### src/adc_seq_consts.svh
`ifndef ADC_SEQ_CONSTS_SVH
`define ADC_SEQ_CONSTS_SVH

// register byte offsets on the bus
`define OFF_CTRL0    12'h000
`define OFF_CTRL1    12'h004
`define OFF_CTRL2    12'h008
`define OFF_RES_HIGH 12'h00c
`define OFF_RES_LOW  12'h010
`define OFF_IRQ      12'h014

// field positions
`define C0_ENABLE 0
`define C0_GO     1
`define C0_CHAN   6:2
`define C1_FMT    7
`define C1_CLK    6:4
`define C1_REF    1:0
`define C2_TRIG   7:3
`define IRQ_FLAG  0
`define IRQ_EN    1

// reset values
`define CTRL_RESET 8'h00
`define RES_RESET  8'h00

// encodings
`define CLK_RC     2'b11
`define CH_EXT_MAX 5'h0b
`define CH_TEMP    5'h1d
`define CH_DAC     5'h1e
`define CH_FIXED   5'h1f
`define TRIG_NONE  5'h00

// conversion timing in half periods of the bit clock, and the index of the top result bit
`define SAMPLE_HALVES 5'd3
`define CONV_HALVES   5'd23
`define MSB_IDX       4'd9

`endif

### src/adc_seq_pkg.sv
package adc_seq_pkg;

  typedef enum logic [1:0] {
    ST_IDLE    = 2'b00,
    ST_SAMPLE  = 2'b01,
    ST_CONVERT = 2'b10
  } conv_state_e;

  typedef enum logic [1:0] {
    REF_SUPPLY   = 2'b00,
    REF_RESERVED = 2'b01,
    REF_PIN      = 2'b10,
    REF_FIXED    = 2'b11
  } ref_sel_e;

  typedef struct packed {
    logic        power;
    logic        sample;
    logic [9:0]  trial;
    logic        ext_en;
    logic [3:0]  ext_chan;
    logic        temp_en;
    logic        dac_en;
    logic        fixed_en;
    ref_sel_e    ref_src;
    logic        ref_valid;
  } core_ctrl_s;

endpackage : adc_seq_pkg

### src/adc_conversion_sequencer.sv
// The APB register port and the register addresses were left to the implementer.
`timescale 1ns/1ps
`include "adc_seq_consts.svh"

module adc_conversion_sequencer #(
  parameter int NUM_TRIG = 32
) (
  // clock and reset
  input  wire logic                     clk,
  input  wire logic                     rst_n,
  input  wire logic                     ce,
  // apb slave
  input  wire logic                     psel,
  input  wire logic                     penable,
  input  wire logic                     pwrite,
  input  wire logic [11:0]              paddr,
  input  wire logic [31:0]              pwdata,
  output logic      [31:0]              prdata,
  output logic                          pready,
  output logic                          pslverr,
  // analog core
  input  wire logic                     cmp_in,
  input  wire logic                     rc_tick,
  output adc_seq_pkg::core_ctrl_s       core_ctrl,
  // trigger sources
  input  wire logic [NUM_TRIG-1:0]      trig_src,
  // system
  input  wire logic                     sleep,
  output logic                          wake,
  output logic                          irq
);

  logic                     conv_enable;
  logic [4:0]               channel_select;
  logic                     result_format_sel;
  logic [2:0]               conv_clock_select;
  logic [1:0]               pos_ref_select;
  logic [4:0]               trigger_select;
  logic [7:0]               result_high;
  logic [7:0]               result_low;
  logic                     conv_done_flag;
  logic                     conv_irq_enable;
  adc_seq_pkg::conv_state_e state;
  logic [4:0]               half_cnt;
  logic [5:0]               div_cnt;
  logic [9:0]               code;
  logic [3:0]               bit_idx;
  logic                     sub;
  logic                     trig_prev;
  logic                     sleep_off;

  // bus decode
  logic apb_wr, wr0, wr1, wr2, wr_irq;
  assign apb_wr = psel && penable && pready && pwrite && ce;
  assign wr0    = apb_wr && (paddr == `OFF_CTRL0);
  assign wr1    = apb_wr && (paddr == `OFF_CTRL1);
  assign wr2    = apb_wr && (paddr == `OFF_CTRL2);
  assign wr_irq = apb_wr && (paddr == `OFF_IRQ);

  // conversion events
  logic busy, is_rc, trig_edge, sw_start, hw_start, start;
  logic sw_abort, sleep_abort, en_off, half_tick, done_ev;
  logic [5:0] half_lim;
  logic [9:0] final_code;

  assign busy      = (state != adc_seq_pkg::ST_IDLE);
  assign is_rc     = (conv_clock_select[1:0] == `CLK_RC);
  // divide 2,4,8,16,32,64 map to shifts 0..5 through a bit rotation
  assign half_lim  = 6'((6'd1 << {conv_clock_select[1:0], conv_clock_select[2]}) - 6'd1);
  assign half_tick = is_rc ? rc_tick : (div_cnt == half_lim);
  assign trig_edge = trig_src[trigger_select] && !trig_prev
                     && (trigger_select != `TRIG_NONE);
  // go only taken once the converter is already on, never in the same write
  assign sw_start  = wr0 && pwdata[`C0_GO] && conv_enable && !busy;
  assign hw_start  = ce && trig_edge && conv_enable && !busy;
  assign start     = (sw_start || hw_start) && !sleep_off && !(sleep && !is_rc);
  assign sw_abort  = wr0 && !pwdata[`C0_GO] && busy;
  assign en_off    = wr0 && !pwdata[`C0_ENABLE] && busy;
  assign sleep_abort = ce && sleep && !is_rc && busy;
  assign done_ev   = ce && (state == adc_seq_pkg::ST_CONVERT) && half_tick && sub
                     && (bit_idx == 4'd0) && !sw_abort && !en_off && !sleep_abort;
  assign final_code = {code[9:1], cmp_in};

  // the current trial bit and the bits below it copy the last resolved bit
  function automatic logic [9:0] partial_code(input logic [9:0] c, input logic [3:0] idx,
                                              input logic converting);
    logic [9:0] r;
    logic       fill;
    r    = c;
    fill = 1'b0;
    if (converting && idx != `MSB_IDX)
      fill = c[idx + 4'd1];
    for (int i = 0; i < 10; i++) begin
      if (i <= int'(idx))
        r[i] = fill;
    end
    return r;
  endfunction : partial_code

  function automatic logic [15:0] format_result(input logic [9:0] r, input logic fm);
    return fm ? {6'h00, r} : {r, 6'h00};
  endfunction : format_result

  // control registers
  always_ff @(posedge clk or negedge rst_n) begin
    if (!rst_n) begin
      conv_enable       <= 1'b0;
      channel_select    <= 5'h00;
      result_format_sel <= 1'b0;
      conv_clock_select <= 3'h0;
      pos_ref_select    <= 2'h0;
      trigger_select    <= 5'h00;
      conv_irq_enable   <= 1'b0;
    end else if (ce) begin
      if (wr0) begin
        conv_enable    <= pwdata[`C0_ENABLE];
        channel_select <= pwdata[`C0_CHAN];
      end
      if (wr1) begin
        result_format_sel <= pwdata[`C1_FMT];
        conv_clock_select <= pwdata[`C1_CLK];
        pos_ref_select    <= pwdata[`C1_REF];
      end
      if (wr2)
        trigger_select <= pwdata[`C2_TRIG];
      if (wr_irq)
        conv_irq_enable <= pwdata[`IRQ_EN];
    end
  end

  // done flag: a completion in the clearing cycle wins
  always_ff @(posedge clk or negedge rst_n) begin
    if (!rst_n)
      conv_done_flag <= 1'b0;
    else if (ce)
      conv_done_flag <= done_ev || (conv_done_flag && !(wr_irq && !pwdata[`IRQ_FLAG]));
  end

  // result bytes
  always_ff @(posedge clk or negedge rst_n) begin
    if (!rst_n) begin
      result_high <= `RES_RESET;
      result_low  <= `RES_RESET;
    end else if (ce) begin
      if (done_ev)
        {result_high, result_low} <= format_result(final_code, result_format_sel);
      else if (sw_abort && !en_off)
        {result_high, result_low} <= format_result(
          partial_code(code, bit_idx, state == adc_seq_pkg::ST_CONVERT), result_format_sel);
    end
  end

  // trigger edge history
  always_ff @(posedge clk or negedge rst_n) begin
    if (!rst_n)
      trig_prev <= 1'b0;
    else if (ce)
      trig_prev <= trig_src[trigger_select];
  end

  // bit clock divider, restarted with each conversion
  always_ff @(posedge clk or negedge rst_n) begin
    if (!rst_n)
      div_cnt <= 6'd0;
    else if (ce) begin
      if (start || !busy || half_tick)
        div_cnt <= 6'd0;
      else
        div_cnt <= div_cnt + 6'd1;
    end
  end

  // successive approximation sequence
  always_ff @(posedge clk or negedge rst_n) begin
    if (!rst_n) begin
      state    <= adc_seq_pkg::ST_IDLE;
      half_cnt <= 5'd0;
      code     <= 10'h000;
      bit_idx  <= `MSB_IDX;
      sub      <= 1'b0;
    end else if (ce) begin
      if (start) begin
        state    <= adc_seq_pkg::ST_SAMPLE;
        half_cnt <= 5'd0;
        code     <= 10'h000;
        bit_idx  <= `MSB_IDX;
        sub      <= 1'b0;
      end else if (sw_abort || en_off || sleep_abort || done_ev) begin
        state <= adc_seq_pkg::ST_IDLE;
      end else if (half_tick) begin
        case (state)
          adc_seq_pkg::ST_SAMPLE: begin
            half_cnt <= half_cnt + 5'd1;
            if (half_cnt == `SAMPLE_HALVES - 5'd1) begin
              state   <= adc_seq_pkg::ST_CONVERT;
              code    <= 10'h200;
              bit_idx <= `MSB_IDX;
              sub     <= 1'b0;
            end
          end
          adc_seq_pkg::ST_CONVERT: begin
            half_cnt <= half_cnt + 5'd1;
            sub      <= !sub;
            if (sub) begin
              code[bit_idx] <= cmp_in;
              if (bit_idx != 4'd0) begin
                code[bit_idx - 4'd1] <= 1'b1;
                bit_idx              <= bit_idx - 4'd1;
              end
            end
          end
          default: state <= adc_seq_pkg::ST_IDLE;
        endcase
      end
    end
  end

  // converter held off during sleep while the enable bit still reads one
  always_ff @(posedge clk or negedge rst_n) begin
    if (!rst_n)
      sleep_off <= 1'b0;
    else if (ce) begin
      if (!sleep)
        sleep_off <= 1'b0;
      else if (sleep_abort || (done_ev && !conv_irq_enable))
        sleep_off <= 1'b1;
    end
  end

  // analog core controls
  always_ff @(posedge clk or negedge rst_n) begin
    if (!rst_n)
      core_ctrl <= '0;
    else if (ce) begin
      core_ctrl.power     <= conv_enable && !sleep_off;
      core_ctrl.sample    <= (state == adc_seq_pkg::ST_SAMPLE);
      core_ctrl.trial     <= code;
      core_ctrl.ext_en    <= (channel_select <= `CH_EXT_MAX);
      core_ctrl.ext_chan  <= channel_select[3:0];
      core_ctrl.temp_en   <= (channel_select == `CH_TEMP);
      core_ctrl.dac_en    <= (channel_select == `CH_DAC);
      core_ctrl.fixed_en  <= (channel_select == `CH_FIXED);
      core_ctrl.ref_src   <= adc_seq_pkg::ref_sel_e'(pos_ref_select);
      core_ctrl.ref_valid <= (pos_ref_select != adc_seq_pkg::REF_RESERVED);
    end
  end

  // interrupt request and wake
  always_ff @(posedge clk or negedge rst_n) begin
    if (!rst_n) begin
      irq  <= 1'b0;
      wake <= 1'b0;
    end else if (ce) begin
      irq  <= conv_done_flag && conv_irq_enable;
      wake <= sleep && conv_done_flag && conv_irq_enable;
    end
  end

  // read data mux
  logic [7:0] rd_byte;
  logic       rd_hit;
  always_comb begin
    rd_hit  = 1'b1;
    rd_byte = 8'h00;
    case (paddr)
      `OFF_CTRL0:    rd_byte = {1'b0, channel_select, busy, conv_enable};
      `OFF_CTRL1:    rd_byte = {result_format_sel, conv_clock_select, 2'b00, pos_ref_select};
      `OFF_CTRL2:    rd_byte = {trigger_select, 3'b000};
      `OFF_RES_HIGH: rd_byte = result_high;
      `OFF_RES_LOW:  rd_byte = result_low;
      `OFF_IRQ:      rd_byte = {6'h00, conv_irq_enable, conv_done_flag};
      default:       rd_hit  = 1'b0;
    endcase
  end

  // one access cycle, no extra wait states
  always_ff @(posedge clk or negedge rst_n) begin
    if (!rst_n) begin
      pready  <= 1'b0;
      pslverr <= 1'b0;
      prdata  <= 32'h0000_0000;
    end else if (ce) begin
      pready <= psel && !penable && !pready;
      if (psel && !penable) begin
        prdata  <= {24'h000000, rd_byte};
        pslverr <= !rd_hit;
      end
    end
  end

  // checks
  localparam int CONV_LAST = 22;
  logic [5:0] busy_cycles;
  always_ff @(posedge clk or negedge rst_n) begin
    if (!rst_n)
      busy_cycles <= 6'd0;
    else if (ce) begin
      if (start)
        busy_cycles <= 6'd0;
      else if (busy)
        busy_cycles <= busy_cycles + 6'd1;
    end
  end

  property p_flag_on_done;
    @(posedge clk) disable iff (!rst_n) done_ev |=> conv_done_flag;
  endproperty
  a_flag_on_done: assert property (p_flag_on_done) else $error("done flag not set");

  property p_flag_held;
    @(posedge clk) disable iff (!rst_n)
      conv_done_flag && !(wr_irq && !pwdata[`IRQ_FLAG]) |=> conv_done_flag;
  endproperty
  a_flag_held: assert property (p_flag_held) else $error("done flag dropped by hardware");

  property p_irq_cause;
    @(posedge clk) disable iff (!rst_n) ce && irq |-> $past(conv_done_flag) && $past(conv_irq_enable);
  endproperty
  a_irq_cause: assert property (p_irq_cause) else $error("irq without enabled flag");

  property p_wake;
    @(posedge clk) disable iff (!rst_n) ce && sleep && conv_done_flag && conv_irq_enable |=> wake;
  endproperty
  a_wake: assert property (p_wake) else $error("no wake from sleep");

  property p_right_just;
    @(posedge clk) disable iff (!rst_n)
      done_ev && result_format_sel |=> result_high[7:2] == 6'h00 && result_low == $past(final_code[7:0]);
  endproperty
  a_right_just: assert property (p_right_just) else $error("right justified result wrong");

  property p_power_off;
    @(posedge clk) disable iff (!rst_n) ce && !conv_enable |=> !core_ctrl.power;
  endproperty
  a_power_off: assert property (p_power_off) else $error("converter powered while disabled");

  property p_go_start;
    @(posedge clk) disable iff (!rst_n) sw_start && !sleep_off && !sleep |=> busy;
  endproperty
  a_go_start: assert property (p_go_start) else $error("go write did not start");

  property p_go_clears;
    @(posedge clk) disable iff (!rst_n) done_ev |=> !busy;
  endproperty
  a_go_clears: assert property (p_go_clears) else $error("go not cleared at done");

  property p_length;
    @(posedge clk) disable iff (!rst_n)
      done_ev && conv_clock_select == 3'b000 |-> busy_cycles == CONV_LAST;
  endproperty
  a_length: assert property (p_length) else $error("conversion length wrong");

  property p_sleep_abort;
    @(posedge clk) disable iff (!rst_n) sleep_abort |=> !busy && sleep_off && conv_enable;
  endproperty
  a_sleep_abort: assert property (p_sleep_abort) else $error("sleep did not abort");

  property p_no_trig;
    @(posedge clk) disable iff (!rst_n) trigger_select == `TRIG_NONE |-> !hw_start;
  endproperty
  a_no_trig: assert property (p_no_trig) else $error("trigger while disabled");

  property p_trig_ignored;
    @(posedge clk) disable iff (!rst_n)
      ce && busy && trig_src[trigger_select] && !trig_prev |-> !start;
  endproperty
  a_trig_ignored: assert property (p_trig_ignored) else $error("trigger restarted conversion");

  c_done:  cover property (@(posedge clk) disable iff (!rst_n) done_ev);
  c_abort: cover property (@(posedge clk) disable iff (!rst_n) sw_abort && state == adc_seq_pkg::ST_CONVERT);
  c_trig:  cover property (@(posedge clk) disable iff (!rst_n) hw_start);
  c_wake:  cover property (@(posedge clk) disable iff (!rst_n) wake);

endmodule : adc_conversion_sequencer

### config.mk
export PLATFORM = sky130hd
export DESIGN_NAME = adc_conversion_sequencer
export DESIGN_NICKNAME = d
export VERILOG_FILES = /design/src/adc_seq_pkg.sv /design/src/adc_conversion_sequencer.sv
export VERILOG_INCLUDE_DIRS = /design/src
export SDC_FILE = /design/constraint.sdc
export NUM_CORES = 1
export LEC_CHECK = 0
export CORE_ASPECT_RATIO = 0.7
export CORE_UTILIZATION = 64
export DETAILED_ROUTE_END_ITERATION = 16
export DONT_BUFFER_PORTS = 1
export GPL_ROUTABILITY_DRIVEN = 0
export PLACE_DENSITY = 0.78
export SLEW_MARGIN = 10
export SYNTH_ARGS = -nofsm -noshare
export SYNTH_HDL_FRONTEND = slang
export SYNTH_SLANG_ARGS = --single-unit
### constraint.sdc
create_clock -name clk -period 3.5 [get_ports clk]
set_input_delay 0.7 -clock clk [delete_from_list [all_inputs] [get_ports clk]]
set_output_delay 0.7 -clock clk [all_outputs]
set_load 0.01 [all_outputs]
==> reports/results.ini <==
[grt]
largest_net_degree_at_the_start_of_global_routing=101
grt_use_total_pct=30.8
grt_pass1_wl_um=23500
gr_util_met2_pct=47.0
global_route_track_usage_on_met1_pct=44.7
global_route.peak_usage_layer=met2
vias_in_the_first_global_route=4579
overflow=0
number_of_antenna_violations_at_the_first_check_in_global_routing=0
grtUsageMet3_pct=6.22

[detailed_routing]
vias_per_cell=6.38
drc_errors=0
vias=4710
post_drt_wl_per_cell_um=19.7
dr.first_iter.drc_count=438
totalWireLength_um=14600
drtAntennaViolNets=0
firstDrtPassIters=5

[synth]
syn-instance-count=627
post_synthesis_cell_type_with_the_largest_combined_area=sky130_fd_sc_hd__dfrtp_1
synth_async_sr_flop_share_pct=100
synth_top_area_share_pct=40.3
number_of_synthesized_register_bits=100
dominantRegCellSynth=sky130_fd_sc_hd__dfrtp_1
combined_area_of_all_synthesized_cells_um2=6080
netlist-cell-type-count=69
synth_enable_flop_cells=0
synth.area.top_cells=sky130_fd_sc_hd__dfrtp_1 40%, sky130_fd_sc_hd__mux2_2 7.6%, sky130_fd_sc_hd__nand2_1 5.4%, sky130_fd_sc_hd__mux2i_1 3.8%, sky130_fd_sc_hd__buf_4 3.5%
synth_warnings=0
ys_seq_area_share_pct=41.2
postSynthAreaPerCell_um2=9.69

[cts]
clock_insertion_delay_worst_skew_ns=0.36
clock_tree_from_tritoncts=done
cts.path.max_buffers=2
clockRootBuffer=sky130_fd_sc_hd__clkbuf_16
clk_pin_slew_worst_paths_ns=0.08
cts-htree-levels=3
post_cts_resized=0
clock-sinks=100
postCtsHoldBufs=0
numCtsBuffers=9
cts_setup_buffers=0

[timing]
max_frequency_mhz=306
worst_clock_skew_on_the_final_layout_ns=0.0110
period_share_pct=93.5
timing_hold_violations_final=0
fin_setup_tns_ns=0
tightest_slew_ns=0.655
drv_slew=0
rsz0062_at_grt=false
final.hold.worst_slack_ns=0.0294
worst_slew_margin_rel_pct=56.3
finalCriticalPeriod_ns=3.27
setup-violations-final=0

[power]
leakagePower_uw=0.00278
cell_internal_pwr_uw=1960
power_density_nw_per_um2=421
power.sequential.fraction_pct=47.1
pwr-share-clk_pct=42.3
power.switching_fraction_pct=26.2
power.net_switching_uw=697
final_total_power_uw=2660
vdd.ir_drop.worst_v=0.000267
share_of_total_power_in_combinational_logic_pct=10.6

[setup_path]
startpoint_type=register
critical_path.n_buffers_inverters=0
critical_path_class=reg -> reg
cp_top_family=compound AO/OA/AOI/OAI gates
crit_path_top_delay_cell=sky130_fd_sc_hd__dfrtp_1
required_ns=3.75
worstPathCellList=mux2i_1, mux4_2, a22oi_1, nand3_1, o21ai_1, nand2b_1, nor3_1, a22o_1
worst_path_largest_cell_delay_ns=0.68
timing.critical_path.to_type=register
timing.critical_path.arrival_ns=3.52
path_max_fanout=10

[cells_and_area]
final_layout_size_suffix_gt1_share_pct=15.3
area_growth_syn_to_layout_pct=4.08
num-fill-cells=682
num-nets-final=704
diodes=0

[job]
maxCapViolCount=0

[placed_design]
dp_hpwl_um=10400
port_buffers=0

[die]
initial_utilization_pct=66.5
design.die.area_um2=9900
fp.dieH_um=83.5
dieWidth_um=118
core_area_um2=9140
row_count=29
number_of_i_o_pins=144

[outcome]
status=completed

[worst_hold_path]
hold_path_class=in -> async

## synth_stat cells (all sizes together), types with 4 or more instances
library cell  instances
and3                  8
nor3                 13
nand3                19
nand2b                4
nor2                 35
and2                  5
a221oi                6
nand4                 9
a22o                  4
nand3b                6
a31oi                 5
a21oi                29
o21ai                37
nor2b                10
buf                  44
dfrtp                98
nand2                87
inv                  21
o31ai                15
o2bb2ai               4
mux2                 42
ha                   10
clkbuf               23
mux2i                23
mux4                  9
xor2                  4
nor4                  5
## layer usage
metal  wire (um)  vias up
li1            -     2172
met1        6570     2347
met2        6700      176
met3        1130       15
met4         160        0
met5           0        -
## layout by cell type (no fill, tap or decap), types with 3 or more instances in the layout
cell / n
sky130_fd_sc_hd__or2_2: 3
sky130_fd_sc_hd__mux2i_1: 23
sky130_fd_sc_hd__nand2b_1: 4
sky130_fd_sc_hd__a22oi_1: 3
sky130_fd_sc_hd__buf_4: 15
sky130_fd_sc_hd__clkbuf_16: 9
sky130_fd_sc_hd__mux4_2: 8
sky130_fd_sc_hd__and3_1: 8
sky130_fd_sc_hd__a31oi_1: 5
sky130_fd_sc_hd__o2bb2ai_1: 4
sky130_fd_sc_hd__dfrtp_1: 98
sky130_fd_sc_hd__nor2b_1: 8
sky130_fd_sc_hd__ha_1: 10
sky130_fd_sc_hd__inv_1: 21
sky130_fd_sc_hd__a221oi_1: 5
sky130_fd_sc_hd__o22a_1: 3
sky130_fd_sc_hd__nand3_1: 19
sky130_fd_sc_hd__a222oi_1: 3
sky130_fd_sc_hd__o21ai_0: 35
sky130_fd_sc_hd__and2_1: 3
sky130_fd_sc_hd__nand3b_1: 6
sky130_fd_sc_hd__mux2_2: 41
sky130_fd_sc_hd__nor2_1: 35
sky130_fd_sc_hd__nor3_1: 13
sky130_fd_sc_hd__a22o_1: 4
sky130_fd_sc_hd__xor2_1: 4
sky130_fd_sc_hd__nor4_1: 5
sky130_fd_sc_hd__xnor2_1: 3
sky130_fd_sc_hd__nand4_1: 9
sky130_fd_sc_hd__nand2_1: 87
sky130_fd_sc_hd__a21oi_1: 29
sky130_fd_sc_hd__conb_1: 24
sky130_fd_sc_hd__o31ai_1: 15
## state kept, by name (all words and copies together), names as in the netlist, 2 cells and up
register and count:
core_ctrl 23, code 10, prdata 8, result_high 8
result_low 8, div_cnt 6, channel_select 5, half_cnt 5
trigger_select 5, bit_idx 4, conv_clock_select 3, pos_ref_select 2
state 2
## power by group through the flow
stage / combinational, uW / clock, uW / sequential (uW)
after floorplan: 262 / 0 / 1260
after global placement: 263 / 0 / 1270
after detailed placement: 276 / 0 / 1280
after CTS: 279 / 1140 / 1250
after global routing: 308 / 1180 / 1260
final: 282 / 1130 / 1250
## cell families (layout without fill, tap and decap cells)
group                    count (synthesis)  in the layout  share of synthesized area, %
multiplexers                            74             74                          15.0
AO/OA/AOI/OAI                          131            131                          14.7
XOR/XNOR                                 7              7                          1.01
buffers and inverters                   89             53                          8.73
other                                    1             24                        0.0617
adder cells (fa/ha/maj)                 10             10                          2.06
AND/OR/NAND/NOR                        215            215                          17.3
flip-flops                             100            100                          41.2
## metrics by stage
step | cell area, um^2 | setup slack, ns | instances | utilization, %
final | 6330 | 0.228 | 738 | 69.2
after global routing | 6330 | 0.244 | 738 | 69.2
after CTS | 6330 | 0.372 | 738 | 69.2
after detailed placement | 5980 | 0.414 | 722 | 65.4
after global placement | 5980 | 0.479 | 722 | 65.4
after floorplan | 6160 | 0.407 | 650 | -
## cell type report
type | count | area, um^2 | share of cell area [%]
well taps | 124 | 155 | 2.45
clock buffers | 9 | 225 | 3.56
repair buffers | 15 | 113 | 1.78
clock inverters | 7 | 116 | 1.84
multi-input cells | 461 | 3130 | 49.5
inverters | 22 | 82.6 | 1.31
flip-flops and latches | 100 | 2500 | 39.6
## worst paths after layout
check | startpoint | endpoint | slack (ns) | cells after the start
setup / recovery | trigger_select[1] | bit_idx[2] | 0.23 | 8
hold / removal | rst_n | result_low[6] | 0.03 | 0
setup reg to reg | trigger_select[1] | bit_idx[2] | 0.23 | 8
hold reg to reg | result_low[0] | result_low[0] | 0.48 | 2
max in group asynchronous | rst_n | bit_idx[3] | 3.28 | 0
min in group clk | ce | div_cnt[5] | 0.42 | 1
(Power assumes the default switching activity.)
